`config.mk`:
```
export PLATFORM = sky130hd
export DESIGN_NAME = spi_port_master_slave
export DESIGN_NICKNAME = d
export VERILOG_FILES = /design/src/hdl/spi_port_pkg.sv /design/src/hdl/spi_port_master_slave.sv
export SDC_FILE = /design/constraint.sdc
export NUM_CORES = 1
export LEC_CHECK = 0
export BUFFER_PORTS_ARGS = -buffer_cell sky130_fd_sc_hd__buf_4
export CORE_MARGIN = 3
export CORE_UTILIZATION = 35
export DETAILED_ROUTE_END_ITERATION = 12
export GPL_TIMING_DRIVEN = 0
export PLACE_DENSITY_LB_ADDON = 0.12
export SKIP_LAST_GASP = 1
export SYNTH_ARGS = -nofsm -noshare
export SYNTH_HDL_FRONTEND = slang
export SYNTH_SLANG_ARGS = --single-unit
```
`constraint.sdc`:
```
create_clock -name aclk -period 6.48 [get_ports aclk]
set_clock_uncertainty 0.1 [all_clocks]
set_input_delay 1.296 -clock aclk [delete_from_list [all_inputs] [get_ports aclk]]
set_output_delay 1.296 -clock aclk [all_outputs]
set_load 0.05 [all_outputs]
```
`src/hdl/spi_port_pkg.sv`:
```
/*
  Constants, register map and state record for the byte-wide serial port.
  Assumes a single 200 MHz system clock and a 32-bit AXI4-Lite register bus.
*/
package spi_port_pkg;

  localparam int ADDR_W = 5;

  localparam logic [4:0] OFS_DATA      = 5'h00;
  localparam logic [4:0] OFS_CONTROL   = 5'h04;
  localparam logic [4:0] OFS_STATUS    = 5'h08;
  localparam logic [4:0] OFS_DIRECTION = 5'h0C;
  localparam logic [4:0] OFS_EVENT     = 5'h10;

  localparam int CTL_WRITE_COLLISION_FLAG = 7;
  localparam int CTL_OVF  = 6;
  localparam int CTL_EN   = 5;
  localparam int CTL_CKP  = 4;
  localparam int STS_SMP  = 7;
  localparam int STS_CKE  = 6;
  localparam int STS_BF   = 0;
  localparam int DIR_SDO  = 5;
  localparam int DIR_SS   = 4;
  localparam int DIR_SCK  = 3;
  localparam int EVT_DONE = 0;
  localparam int EVT_EN   = 1;

  localparam logic [3:0] MODE_MASTER_DIV4  = 4'h0;
  localparam logic [3:0] MODE_MASTER_DIV16 = 4'h1;
  localparam logic [3:0] MODE_MASTER_DIV64 = 4'h2;
  localparam logic [3:0] MODE_MASTER_TMR   = 4'h3;
  localparam logic [3:0] MODE_SLAVE_SS     = 4'h4;
  localparam logic [3:0] MODE_SLAVE_FREE   = 4'h5;

  localparam logic [7:0] CONTROL_RST   = 8'h00;
  localparam logic [7:0] DIRECTION_RST = 8'hFF;

  // Bit periods in system clocks; the divider counts half periods.
  localparam int         BIT_DIV_4   = 4;
  localparam int         BIT_DIV_16  = 16;
  localparam int         BIT_DIV_64  = 64;
  localparam logic [4:0] HALF_TERM_4  = 5'(BIT_DIV_4 / 2 - 1);
  localparam logic [4:0] HALF_TERM_16 = 5'(BIT_DIV_16 / 2 - 1);
  localparam logic [4:0] HALF_TERM_64 = 5'(BIT_DIV_64 / 2 - 1);

  localparam logic [4:0] EDGE_LAST      = 5'h0F;
  localparam logic [4:0] EDGE_LAST_LATE = 5'h10;
  localparam logic [2:0] BIT_LAST       = 3'h7;

  localparam logic [1:0] RESP_OKAY   = 2'h0;
  localparam logic [1:0] RESP_SLVERR = 2'h2;

  typedef struct packed {
    logic              aw_held;
    logic [ADDR_W-1:0] awaddr;
    logic              w_held;
    logic [7:0]        wdata;
    logic              wstrb0;
    logic              bvalid;
    logic [1:0]        bresp;
    logic              rvalid;
    logic [7:0]        rdata;
    logic [1:0]        rresp;
    logic [7:0]        data_buf;
    logic [7:0]        control;
    logic              input_sample_phase;
    logic              cke;
    logic              bf;
    logic [7:0]        dir;
    logic              done_flag;
    logic              done_en;
    logic              busy;
    logic [7:0]        tx;
    logic [7:0]        byte_shifter;
    logic [2:0]        cnt;
    logic [4:0]        edge_n;
    logic [4:0]        div;
    logic              sck_q;
    logic              sck_prev;
  } state_s;

endpackage
```
`src/hdl/spi_port_master_slave.sv`:
```
/*
  Byte-wide serial port, master or slave, with an AXI4-Lite register slave.
  Assumes every pin input is synchronous to aclk, the serial clock being sampled
  and edge-detected at aclk, so slave clocks must be well below aclk/4.
*/
`timescale 1ns/10ps
`default_nettype none

module spi_port_master_slave (
  input  wire logic                          aclk,
  input  wire logic                          aresetn,
  input  wire logic                          awvalid,
  output logic                               awready,
  input  wire logic [spi_port_pkg::ADDR_W-1:0] awaddr,
  input  wire logic                          wvalid,
  output logic                               wready,
  input  wire logic [31:0]                   wdata,
  input  wire logic [3:0]                    wstrb,
  output logic                               bvalid,
  input  wire logic                          bready,
  output logic [1:0]                         bresp,
  input  wire logic                          arvalid,
  output logic                               arready,
  input  wire logic [spi_port_pkg::ADDR_W-1:0] araddr,
  output logic                               rvalid,
  input  wire logic                          rready,
  output logic [31:0]                        rdata,
  output logic [1:0]                         rresp,
  input  wire logic                          sck_in,
  output logic                               sck_out,
  output logic                               sck_oe,
  input  wire logic                          sdi_in,
  output logic                               sdo_out,
  output logic                               sdo_oe,
  input  wire logic                          ss_n_in,
  input  wire logic                          timer_two_tick,
  input  wire logic                          sleep_mode,
  output logic                               wake_request
);

  spi_port_pkg::state_s s_q;
  spi_port_pkg::state_s s_d;

  logic       en;
  logic       clock_idle_polarity;
  logic [3:0] mode;
  logic       master;
  logic       slave;
  logic       slave_sel;
  logic       busy_any;
  logic       wr_go;
  logic       rd_go;
  logic       data_wr;
  logic       tick;
  logic       cap;
  logic       sh;
  logic       sck_s;
  logic       to_active;
  logic       done;
  logic       ovf_set;
  logic       write_collision_flag_set;
  logic [4:0] term;
  logic [4:0] last;
  logic [7:0] rx_byte;

  // Every register sits in the low byte of its word; the upper bits always read zero.
  function automatic logic [7:0] read_reg(input spi_port_pkg::state_s s,
                                          input logic [spi_port_pkg::ADDR_W-1:0] a);
    case (a)
      spi_port_pkg::OFS_DATA:      read_reg = s.data_buf;
      spi_port_pkg::OFS_CONTROL:   read_reg = s.control;
      spi_port_pkg::OFS_STATUS:    read_reg = {s.input_sample_phase, s.cke, 5'h00, s.bf};
      spi_port_pkg::OFS_DIRECTION: read_reg = s.dir;
      spi_port_pkg::OFS_EVENT:     read_reg = {6'h00, s.done_en, s.done_flag};
      default:                     read_reg = 8'h00;
    endcase
  endfunction

  // Unmapped offsets answer with an error response and change nothing.
  function automatic logic mapped(input logic [spi_port_pkg::ADDR_W-1:0] a);
    mapped = (a == spi_port_pkg::OFS_DATA) || (a == spi_port_pkg::OFS_CONTROL)
          || (a == spi_port_pkg::OFS_STATUS) || (a == spi_port_pkg::OFS_DIRECTION)
          || (a == spi_port_pkg::OFS_EVENT);
  endfunction

  assign en     = s_q.control[spi_port_pkg::CTL_EN];
  assign clock_idle_polarity    = s_q.control[spi_port_pkg::CTL_CKP];
  assign mode   = s_q.control[3:0];
  // Codes above the two slave codes are reserved and leave the port inert.
  assign master = en && (mode <= spi_port_pkg::MODE_MASTER_TMR);
  assign slave  = en && ((mode == spi_port_pkg::MODE_SLAVE_SS)
                      || (mode == spi_port_pkg::MODE_SLAVE_FREE));

  // Select is honoured only in select-controlled slave mode with the pin set as input.
  assign slave_sel = (mode != spi_port_pkg::MODE_SLAVE_SS)
                  || !s_q.dir[spi_port_pkg::DIR_SS] || !ss_n_in;

  // A slave whose clock pin is made an output sees a clock parked at idle.
  assign sck_s     = s_q.dir[spi_port_pkg::DIR_SCK] ? sck_in : clock_idle_polarity;
  assign to_active = (sck_s != clock_idle_polarity);

  // Write address and data are parked in the state until both have arrived, so the
  // two channels may come in either order. The response rises together with the
  // commit, which puts the register update and bvalid in the same clock.
  assign awready = !s_q.aw_held && !s_q.bvalid;
  assign wready  = !s_q.w_held && !s_q.bvalid;
  assign arready = !s_q.rvalid;
  assign bvalid  = s_q.bvalid;
  assign bresp   = s_q.bresp;
  assign rvalid  = s_q.rvalid;
  assign rdata   = {24'h000000, s_q.rdata};
  assign rresp   = s_q.rresp;

  // Both pin values are registered so the far end never sees a combinational glitch.
  assign sck_out = s_q.sck_q;
  assign sdo_out = s_q.tx[7];
  assign sck_oe  = master && !s_q.dir[spi_port_pkg::DIR_SCK];
  // Data out drops the moment select rises, even mid-byte.
  assign sdo_oe  = (master || (slave && slave_sel))
                && !s_q.dir[spi_port_pkg::DIR_SDO];
  assign wake_request = s_q.done_flag && s_q.done_en;

  always_comb
  begin
    s_d      = s_q;
    wr_go    = s_q.aw_held && s_q.w_held && !s_q.bvalid;
    rd_go    = arvalid && !s_q.rvalid;
    data_wr  = wr_go && s_q.wstrb0 && (s_q.awaddr == spi_port_pkg::OFS_DATA);
    busy_any = master ? s_q.busy : (slave && (s_q.cnt != 3'h0));
    tick     = 1'b0;
    cap      = 1'b0;
    sh       = 1'b0;
    done     = 1'b0;
    ovf_set  = 1'b0;
    write_collision_flag_set = 1'b0;
    rx_byte  = s_q.byte_shifter;
    last     = (!s_q.cke && s_q.input_sample_phase) ? spi_port_pkg::EDGE_LAST_LATE : spi_port_pkg::EDGE_LAST;
    // The divider counts half bit periods from zero, so each term is one less than half the bit divisor.
    case (mode)
      spi_port_pkg::MODE_MASTER_DIV16: term = spi_port_pkg::HALF_TERM_16;
      spi_port_pkg::MODE_MASTER_DIV64: term = spi_port_pkg::HALF_TERM_64;
      default:                         term = spi_port_pkg::HALF_TERM_4;
    endcase

    if (awvalid && awready)
    begin
      s_d.aw_held = 1'b1;
      s_d.awaddr  = awaddr;
    end
    if (wvalid && wready)
    begin
      s_d.w_held = 1'b1;
      s_d.wdata  = wdata[7:0];
      s_d.wstrb0 = wstrb[0];
    end
    if (s_q.bvalid && bready)
    begin
      s_d.bvalid = 1'b0;
    end
    if (s_q.rvalid && rready)
    begin
      s_d.rvalid = 1'b0;
    end

    if (wr_go)
    begin
      s_d.aw_held = 1'b0;
      s_d.w_held  = 1'b0;
      s_d.bvalid  = 1'b1;
      s_d.bresp   = mapped(s_q.awaddr) ? spi_port_pkg::RESP_OKAY : spi_port_pkg::RESP_SLVERR;
      if (s_q.wstrb0)
      begin
        case (s_q.awaddr)
          spi_port_pkg::OFS_CONTROL:   s_d.control = s_q.wdata;
          spi_port_pkg::OFS_STATUS:
          begin
            s_d.input_sample_phase = s_q.wdata[spi_port_pkg::STS_SMP];
            s_d.cke = s_q.wdata[spi_port_pkg::STS_CKE];
          end
          spi_port_pkg::OFS_DIRECTION: s_d.dir = s_q.wdata;
          spi_port_pkg::OFS_EVENT:
          begin
            s_d.done_en = s_q.wdata[spi_port_pkg::EVT_EN];
            if (s_q.wdata[spi_port_pkg::EVT_DONE])
            begin
              s_d.done_flag = 1'b0;
            end
          end
          default:
          begin
          end
        endcase
      end
    end

    // A read of the data buffer empties it unless a new byte lands in the same
    // cycle; the hardware set further down then wins.
    if (rd_go)
    begin
      s_d.rvalid = 1'b1;
      s_d.rdata  = read_reg(s_q, araddr);
      s_d.rresp  = mapped(araddr) ? spi_port_pkg::RESP_OKAY : spi_port_pkg::RESP_SLVERR;
      if (araddr == spi_port_pkg::OFS_DATA)
      begin
        s_d.bf = 1'b0;
      end
    end

    // A buffer write while a byte is in flight is dropped and flagged.
    if (data_wr && busy_any)
    begin
      write_collision_flag_set = 1'b1;
    end
    else if (data_wr)
    begin
      s_d.data_buf = s_q.wdata;
      s_d.tx       = s_q.wdata;
      if (master)
      begin
        s_d.busy   = 1'b1;
        s_d.edge_n = 5'h00;
        s_d.div    = 5'h00;
        s_d.sck_q  = clock_idle_polarity;
      end
    end

    // The divider and edge counter only advance outside sleep, so sleep simply stops them
    // and the transfer resumes on the very edge where it stopped.
    // In timer mode each timer pulse is one half bit, giving a bit of two pulses.
    if (master && s_q.busy && !sleep_mode)
    begin
      tick = (mode == spi_port_pkg::MODE_MASTER_TMR) ? timer_two_tick : (s_q.div == term);
      s_d.div = tick ? 5'h00 : 5'(s_q.div + 5'h01);
      if (tick)
      begin
        // Capture edges alternate with shift edges; a late sample phase moves capture one half.
        cap = (s_q.edge_n[0] == (!s_q.cke ^ s_q.input_sample_phase))
           && !((s_q.edge_n == 5'h00) && !s_q.cke && s_q.input_sample_phase);
        sh  = (s_q.edge_n[0] == s_q.cke) && (s_q.edge_n != 5'h00)
           && (s_q.edge_n < spi_port_pkg::EDGE_LAST);
        if (cap)
        begin
          s_d.byte_shifter = {s_q.byte_shifter[6:0], sdi_in};
        end
        if (sh)
        begin
          s_d.tx = {s_q.tx[6:0], 1'b0};
        end
        if (s_q.edge_n < spi_port_pkg::EDGE_LAST_LATE)
        begin
          s_d.sck_q = !s_q.sck_q;
        end
        s_d.edge_n = 5'(s_q.edge_n + 5'h01);
        if (s_q.edge_n == last)
        begin
          s_d.busy = 1'b0;
          done     = 1'b1;
          rx_byte  = s_d.byte_shifter;
        end
      end
    end
    else if (!master)
    begin
      s_d.busy  = 1'b0;
      s_d.sck_q = clock_idle_polarity;
    end

    // Slave logic ignores sleep so a byte can arrive and wake the core.
    s_d.sck_prev = sck_s;
    if (slave && !slave_sel)
    begin
      s_d.cnt = 3'h0;
    end
    else if (slave && (sck_s != s_q.sck_prev))
    begin
      if (to_active == s_q.cke)
      begin
        s_d.byte_shifter = {s_q.byte_shifter[6:0], sdi_in};
        s_d.cnt          = 3'(s_q.cnt + 3'h1);
        if (s_q.cnt == spi_port_pkg::BIT_LAST)
        begin
          s_d.cnt = 3'h0;
          done    = 1'b1;
          rx_byte = s_d.byte_shifter;
          ovf_set = s_q.bf;
        end
      end
      // A shift edge seen before any capture would lose the first bit, so it is
      // ignored while the bit count is still zero.
      else if (s_q.cnt != 3'h0)
      begin
        s_d.tx = {s_q.tx[6:0], 1'b0};
      end
    end

    // Clearing the enable aborts whatever is in flight; the buffer and flags are kept
    // so software can still read what arrived before.
    if (!en)
    begin
      s_d.busy   = 1'b0;
      s_d.cnt    = 3'h0;
      s_d.edge_n = 5'h00;
      s_d.sck_q  = clock_idle_polarity;
    end

    // Hardware sets win over a clear in the same cycle.
    // A byte that completes while the buffer is still full is dropped but still raises the
    // done flag and the overflow flag; a master never does this because ovf_set stays low there.
    if (done)
    begin
      s_d.done_flag = 1'b1;
      s_d.bf        = 1'b1;
      if (!ovf_set)
      begin
        s_d.data_buf = rx_byte;
      end
    end
    if (ovf_set)
    begin
      s_d.control[spi_port_pkg::CTL_OVF] = 1'b1;
    end
    if (write_collision_flag_set)
    begin
      s_d.control[spi_port_pkg::CTL_WRITE_COLLISION_FLAG] = 1'b1;
    end
  end

  always_ff @(posedge aclk)
  begin
    if (!aresetn)
    begin
      // The data buffer needs no particular reset value, yet clearing it keeps the
      // first read free of unknowns.
      s_q         <= '0;
      s_q.control <= spi_port_pkg::CONTROL_RST;
      s_q.dir     <= spi_port_pkg::DIRECTION_RST;
    end
    else
    begin
      s_q <= s_d;
    end
  end

endmodule

`default_nettype wire

```
# == Word level (Yosys, flattened, before mapping) ==
# Cells that the tools add are included.
# totals
register_bits,91
output_inout_bits,46
word_cells,224
# op_classes
add_sub_neg,3
n_lt_le_gt_ge,3
n_eq_ne,23
mux,76
n_bitwise,3
reduce_logical,88
# ops
cell,count
8-bit two-way mux,16
11-bit two-way mux,5
8-bit case mux with 5 select lines,1
1-bit two-way mux,33
16-bit two-way mux,2
2-bit nonzero test,16
10-bit two-way mux,3
1-bit logical AND,29
3-bit AND reduction,7
5-bit by 4-bit == test with 1-bit output (second input constant),4
19-bit two-way mux,1
9-bit two-way mux,2
17-bit two-way mux,1
5-bit logical NOT,3
5-bit two-way mux,3
1-bit logical NOT,13
1-bit logical OR,12
2-bit two-way mux,6
5-bit by 1-bit adder with 5-bit output (second input constant),2
5-bit by 3-bit == test with 1-bit output (second input constant),2
5-bit == test,2
5-bit == test (second input constant),2
5-bit case mux with 2 select lines,1
4-bit by 2-bit == test with 1-bit output (second input constant),2
20 further kinds,28

# == Depth between registers and ports, before layout ==
# logic_depth
ltp_word,15
ltp_mapped,10
mapped_depth_nobuf,8

# == Worst setup path after synthesis ==
# OpenSTA, ideal clock, no wires.
# synth_timing
path_type,in2out
start,input ss_n_in
end,output sdo_oe
arrival_time_ns,2.320
t_required_ns,5.084
path_slack_ns,2.764
path_stages,4
cell_sequence,nand2_1 -> or3b_2 -> nand2_1 -> a21oi_1
# synth_between
elab_chain_cells,5
# synth_rtl
item,line,rtl
from (decl),spi_port_master_slave.sv:35,"input wire logic ss_n_in,"
1-bit logical NOT,spi_port_master_slave.sv:96,|| !s_q.dir[spi_port_pkg::DIR_SS] || !ss_n_in;
1-bit logical OR,spi_port_master_slave.sv:96,
1-bit logical AND,spi_port_master_slave.sv:119,assign sdo_oe = (master || (slave && slave_sel))
1-bit logical OR,spi_port_master_slave.sv:119,
1-bit logical AND,spi_port_master_slave.sv:120,&& !s_q.dir[spi_port_pkg::DIR_SDO];
to (decl),spi_port_master_slave.sv:34,"output logic sdo_oe,"
# No other way between the ends.

# == Worst setup path after layout ==
# Ends and elaborated chain as after synthesis.

==> flow_metrics.tcl <==
set metrics [dict create \
    outcome "completed" \
    groute.layer.met3.usage_pct 2.72 \
    synth-xor-area-share_pct 1.08 \
    rsz0062_at_grt "no" \
    timing.setup.tns_ns 0 \
    length_of_the_first_detailed_routing_pass_in_iterations 5 \
    synth_cell_types 72 \
    tritoncts_num_sinks 89 \
    worst_hold_startpoint "rdata[7]$_SDFFE_PN0P_" \
    critical_path_required_ns 5.08 \
    met1_demand_to_capacity_share_in_global_routing_pct 24.9 \
    starting_density_of_the_core_pct 36.3 \
    crit_path_end_kind "output port" \
    timing.critical_path.arrival_ns 2.35 \
    power.static_leakage_nw 2.37 \
    timing_worst_slew_pin_value_ns 0.954 \
    postCtsSetupRepairBufs 0 \
    max_clock_buf_depth 2 \
    core_um2 13400 \
    antennaDiodeCount 0 \
    io_buffer_count 47 \
    grt_pass1_wl_mm 20.3 \
    cts_tree "built" \
    synth_async_sr_flop_share_pct 0 \
    time_the_worst_path_needs_with_i_o_delays_and_setup_ns 3.75 \
    timing_worst_setup_path_type "in2out" \
    ys_warnings 0 \
    grt.busiest_layer "met2" \
    dpl_wire_length_mm 9.95 \
    timing.final.hold_violations 0 \
    htreeDepth 3 \
    growth_of_design_area_from_synthesis_to_finish_pct 20.4 \
    fmax_mhz 267 \
    post_synth_inst_count 566 \
    cts_buffers 9 \
    timing.critical_path.from_type "input port" \
    clk_pin_slew_ns 0.07 \
    yosys.area_share.simple_pct 21.5 \
    vias 4241 \
    grt.overflow.total 0 \
    first_global_vias 3839 \
    power_w 0.00128 \
    drt_drc_violations_left 0 \
    number_of_nets_with_antenna_violations_after_detailed_routing 0 \
    hold_path_class "reg2reg" \
    slew_limit_headroom_pct 36.0 \
    floorplan.io_pins 104 \
    fillCellCount 1350 \
    irDropWorstVdd_mv 0.107 \
    dieHeight_um 124 \
    avgViaCountPerCell 5.11 \
    dieWidth_um 124 \
    final_cycle_utilization_of_the_critical_path_pct 57.8 \
    synth-seq-cells 89 \
    mean_post_synth_cell_area_um2 8.59 \
    cts_root_buffer "sky130_fd_sc_hd__clkbuf_16" \
    antenna_found_initial 0 \
    detailedRoute.firstIterationViolations 239 \
    gpl.final_weighted_congestion 0.797 \
    finalNetCount 714 \
    post_synthesis_mux_area_share_pct 12.2 \
    regToRegStartpoint "mode[1]$_SDFFE_PN0P_" \
    num_rows 42 \
    postCtsHoldBufs 0 \
    synth-compound-area-share_pct 16.6 \
    maxCapViolCount 0 \
    synth_top_family_by_area "simple AND/OR/NAND/NOR gates" \
    startpoint "ss_n_in" \
    sequential_element_share_of_the_synthesized_area_pct 36.6 \
    synth_flop_cell "sky130_fd_sc_hd__dfxtp_1" \
    finalMaxSlewViolations 0 \
    adder_cell_area_share_of_the_yosys_netlist_pct 1.80 \
    insertion_delay_ns 0.35 \
    routed_wirelength_mm 13.1 \
    power_density_normalized_to_cell_area_nw_per_um2 219 \
    critical_path.max_fanout 4 \
    use_met2_pct 26.7 \
    cts_resized 0 \
    fp.dieArea_um2 15300 \
    setup_violations 0 \
    gr-usage-all-layers_pct 17.4 \
    post_route_cells_drive_above_1_share_pct 20.8 \
    synth_enable_flop_cells 0 \
    drt-wirelength-per-cell_um 15.7 \
    grt_max_degree 17 \
    synth.cell_area_um2 4860 \
]
## cells in the mapped netlist, types with 3 or more instances
cell,instances,area (um2)
sky130_fd_sc_hd__and2_1,4,25.0
sky130_fd_sc_hd__o21ai_0,14,70.1
sky130_fd_sc_hd__a22oi_1,4,30.0
sky130_fd_sc_hd__a211oi_1,3,22.5
sky130_fd_sc_hd__and3_1,3,18.8
sky130_fd_sc_hd__xor2_1,4,35.0
sky130_fd_sc_hd__a221oi_1,7,61.3
sky130_fd_sc_hd__a311oi_1,4,35.0
sky130_fd_sc_hd__buf_2,3,15.0
sky130_fd_sc_hd__nand2_1,87,327
sky130_fd_sc_hd__buf_4,38,285
sky130_fd_sc_hd__dfxtp_1,89,1780
sky130_fd_sc_hd__inv_1,12,45.0
sky130_fd_sc_hd__nand3_1,21,105
sky130_fd_sc_hd__nand2b_1,8,50.1
sky130_fd_sc_hd__a2bb2oi_1,6,52.6
sky130_fd_sc_hd__a31oi_1,7,43.8
sky130_fd_sc_hd__nor3_1,10,50.1
sky130_fd_sc_hd__mux2_2,11,124
sky130_fd_sc_hd__nor3b_1,6,45.0
sky130_fd_sc_hd__o31ai_1,3,22.5
sky130_fd_sc_hd__nor2_1,45,169
sky130_fd_sc_hd__nor2b_1,8,50.1
sky130_fd_sc_hd__mux2i_1,47,470
sky130_fd_sc_hd__nand4_1,4,25.0
sky130_fd_sc_hd__and3b_1,3,26.3
sky130_fd_sc_hd__a21oi_1,30,150
sky130_fd_sc_hd__ha_1,7,87.6
sky130_fd_sc_hd__a222oi_1,5,50.1
sky130_fd_sc_hd__o22ai_1,6,37.5
sky130_fd_sc_hd__clkbuf_1,18,67.6
## critical path, stage by stage
cell                      delay, ns
sky130_fd_sc_hd__buf_4         0.08
sky130_fd_sc_hd__nand2_1       0.06
sky130_fd_sc_hd__or3b_2        0.54
sky130_fd_sc_hd__nand2_1       0.09
sky130_fd_sc_hd__a21oi_1       0.08
sky130_fd_sc_hd__buf_4         0.20
## cell usage in the layout, fill, tap and decap left out, drive strengths merged, types with 3 or more instances in the layout
| cell type | Yosys | final |
|---|---|---|
| or3 | 3 | 3 |
| a2bb2oi | 6 | 6 |
| o22ai | 6 | 6 |
| clkbuf | 20 | 30 |
| a31oi | 7 | 7 |
| nand2 | 87 | 87 |
| mux2 | 11 | 11 |
| a221oi | 7 | 7 |
| o21ai | 14 | 14 |
| a22oi | 4 | 4 |
| ha | 7 | 7 |
| dfxtp | 89 | 89 |
| nor2b | 8 | 8 |
| nor3b | 6 | 6 |
| nor4 | 3 | 3 |
| a211oi | 4 | 4 |
| xor2 | 4 | 4 |
| nand3 | 21 | 21 |
| nor3 | 10 | 10 |
| conb | 1 | 26 |
| and3 | 4 | 4 |
| nand4 | 4 | 4 |
| and2 | 4 | 4 |
| nor2 | 46 | 46 |
| and3b | 3 | 3 |
| mux2i | 47 | 47 |
| a21oi | 30 | 30 |
| a222oi | 5 | 5 |
| o31ai | 4 | 4 |
| nand2b | 8 | 8 |
| buf | 43 | 90 |
| inv | 13 | 16 |
| a311oi | 6 | 6 |
## sequential cells by signal (all words and copies together), names as in the netlist
| name | cells |
|---|---|
| bresp | 1 |
| clock_idle_polarity | 1 |
| en | 1 |
| sdo_out | 1 |
| mode | 4 |
| sck_out | 1 |
| rdata | 8 |
| rvalid | 1 |
| bvalid | 1 |
| s_q | 69 |
| rresp | 1 |
## worst paths after layout
| path | end | slack, ns | cells after the start |
|---|---|---|---|
| hold reg to reg | rdata[7]$_SDFFE_PN0P_ | 0.36 | 2 |
| hold / removal | rdata[7]$_SDFFE_PN0P_ | 0.36 | 2 |
| setup reg to reg | s_q[56]$_SDFF_PN0_ | 3.59 | 5 |
| setup / recovery | sdo_oe | 2.73 | 6 |
## kinds of logic (layout without fill, tap and decap cells)
logic type      after synthesis  count (layout)
other cells                   1              26
flops                        89              89
buf+inv                      79             142
simple gates                218             218
fa+ha+maj                     7               7
xor+xnor                      6               6
compound gates              108             108
mux                          58              58
## routing by layer
metal  vias to the layer above  wire, um  share of wire [%]
met5                         -         0                  0
met4                         0       191                1.5
met3                        14       779                6.0
met2                       105      5700                 44
met1                      1999      6380                 49
li1                       2123         -                  -
## power breakdown
| group | switching (W) | total, W | leakage, nW | internal, W |
|---|---|---|---|---|
| registers | 0.0000142 | 0.000570 | 0.721 | 0.000556 |
| logic | 0.0000851 | 0.000129 | 1.49 | 0.0000440 |
| clock network | 0.000238 | 0.000582 | 0.160 | 0.000345 |
| total | 0.000337 | 0.00128 | 2.37 | 0.000944 |
## cell type report
class | instances | area, um2 | area share, %
Clock inverter | 6 | 97.6 | 1.67
Tap cell | 176 | 220 | 3.76
Buffer | 66 | 438 | 7.48
Clock buffer | 10 | 229 | 3.91
Sequential cell | 89 | 1780 | 30.4
Timing Repair Buffer | 47 | 353 | 6.03
Inverter | 13 | 48.8 | 0.833
Multi-Input combinational cell | 423 | 2690 | 45.9
## metrics by stage
step / area [um2] / utilization, % / setup WS (ns) / hold slack, ns / std cells
final: 5860 / 43.7 / 2.73 / 0.357 / 830
after detailed placement: 5530 / 41.3 / 2.74 / 0.351 / 814
after global routing: 5860 / 43.7 / 2.68 / 0.371 / 830
after floorplan: 4960 / - / 2.76 / 0.334 / 591
after CTS: 5860 / 43.7 / 2.73 / 0.361 / 830
after global placement: 5530 / 41.3 / 2.73 / 0.347 / 814
Power figures use the tool's default switching activity.
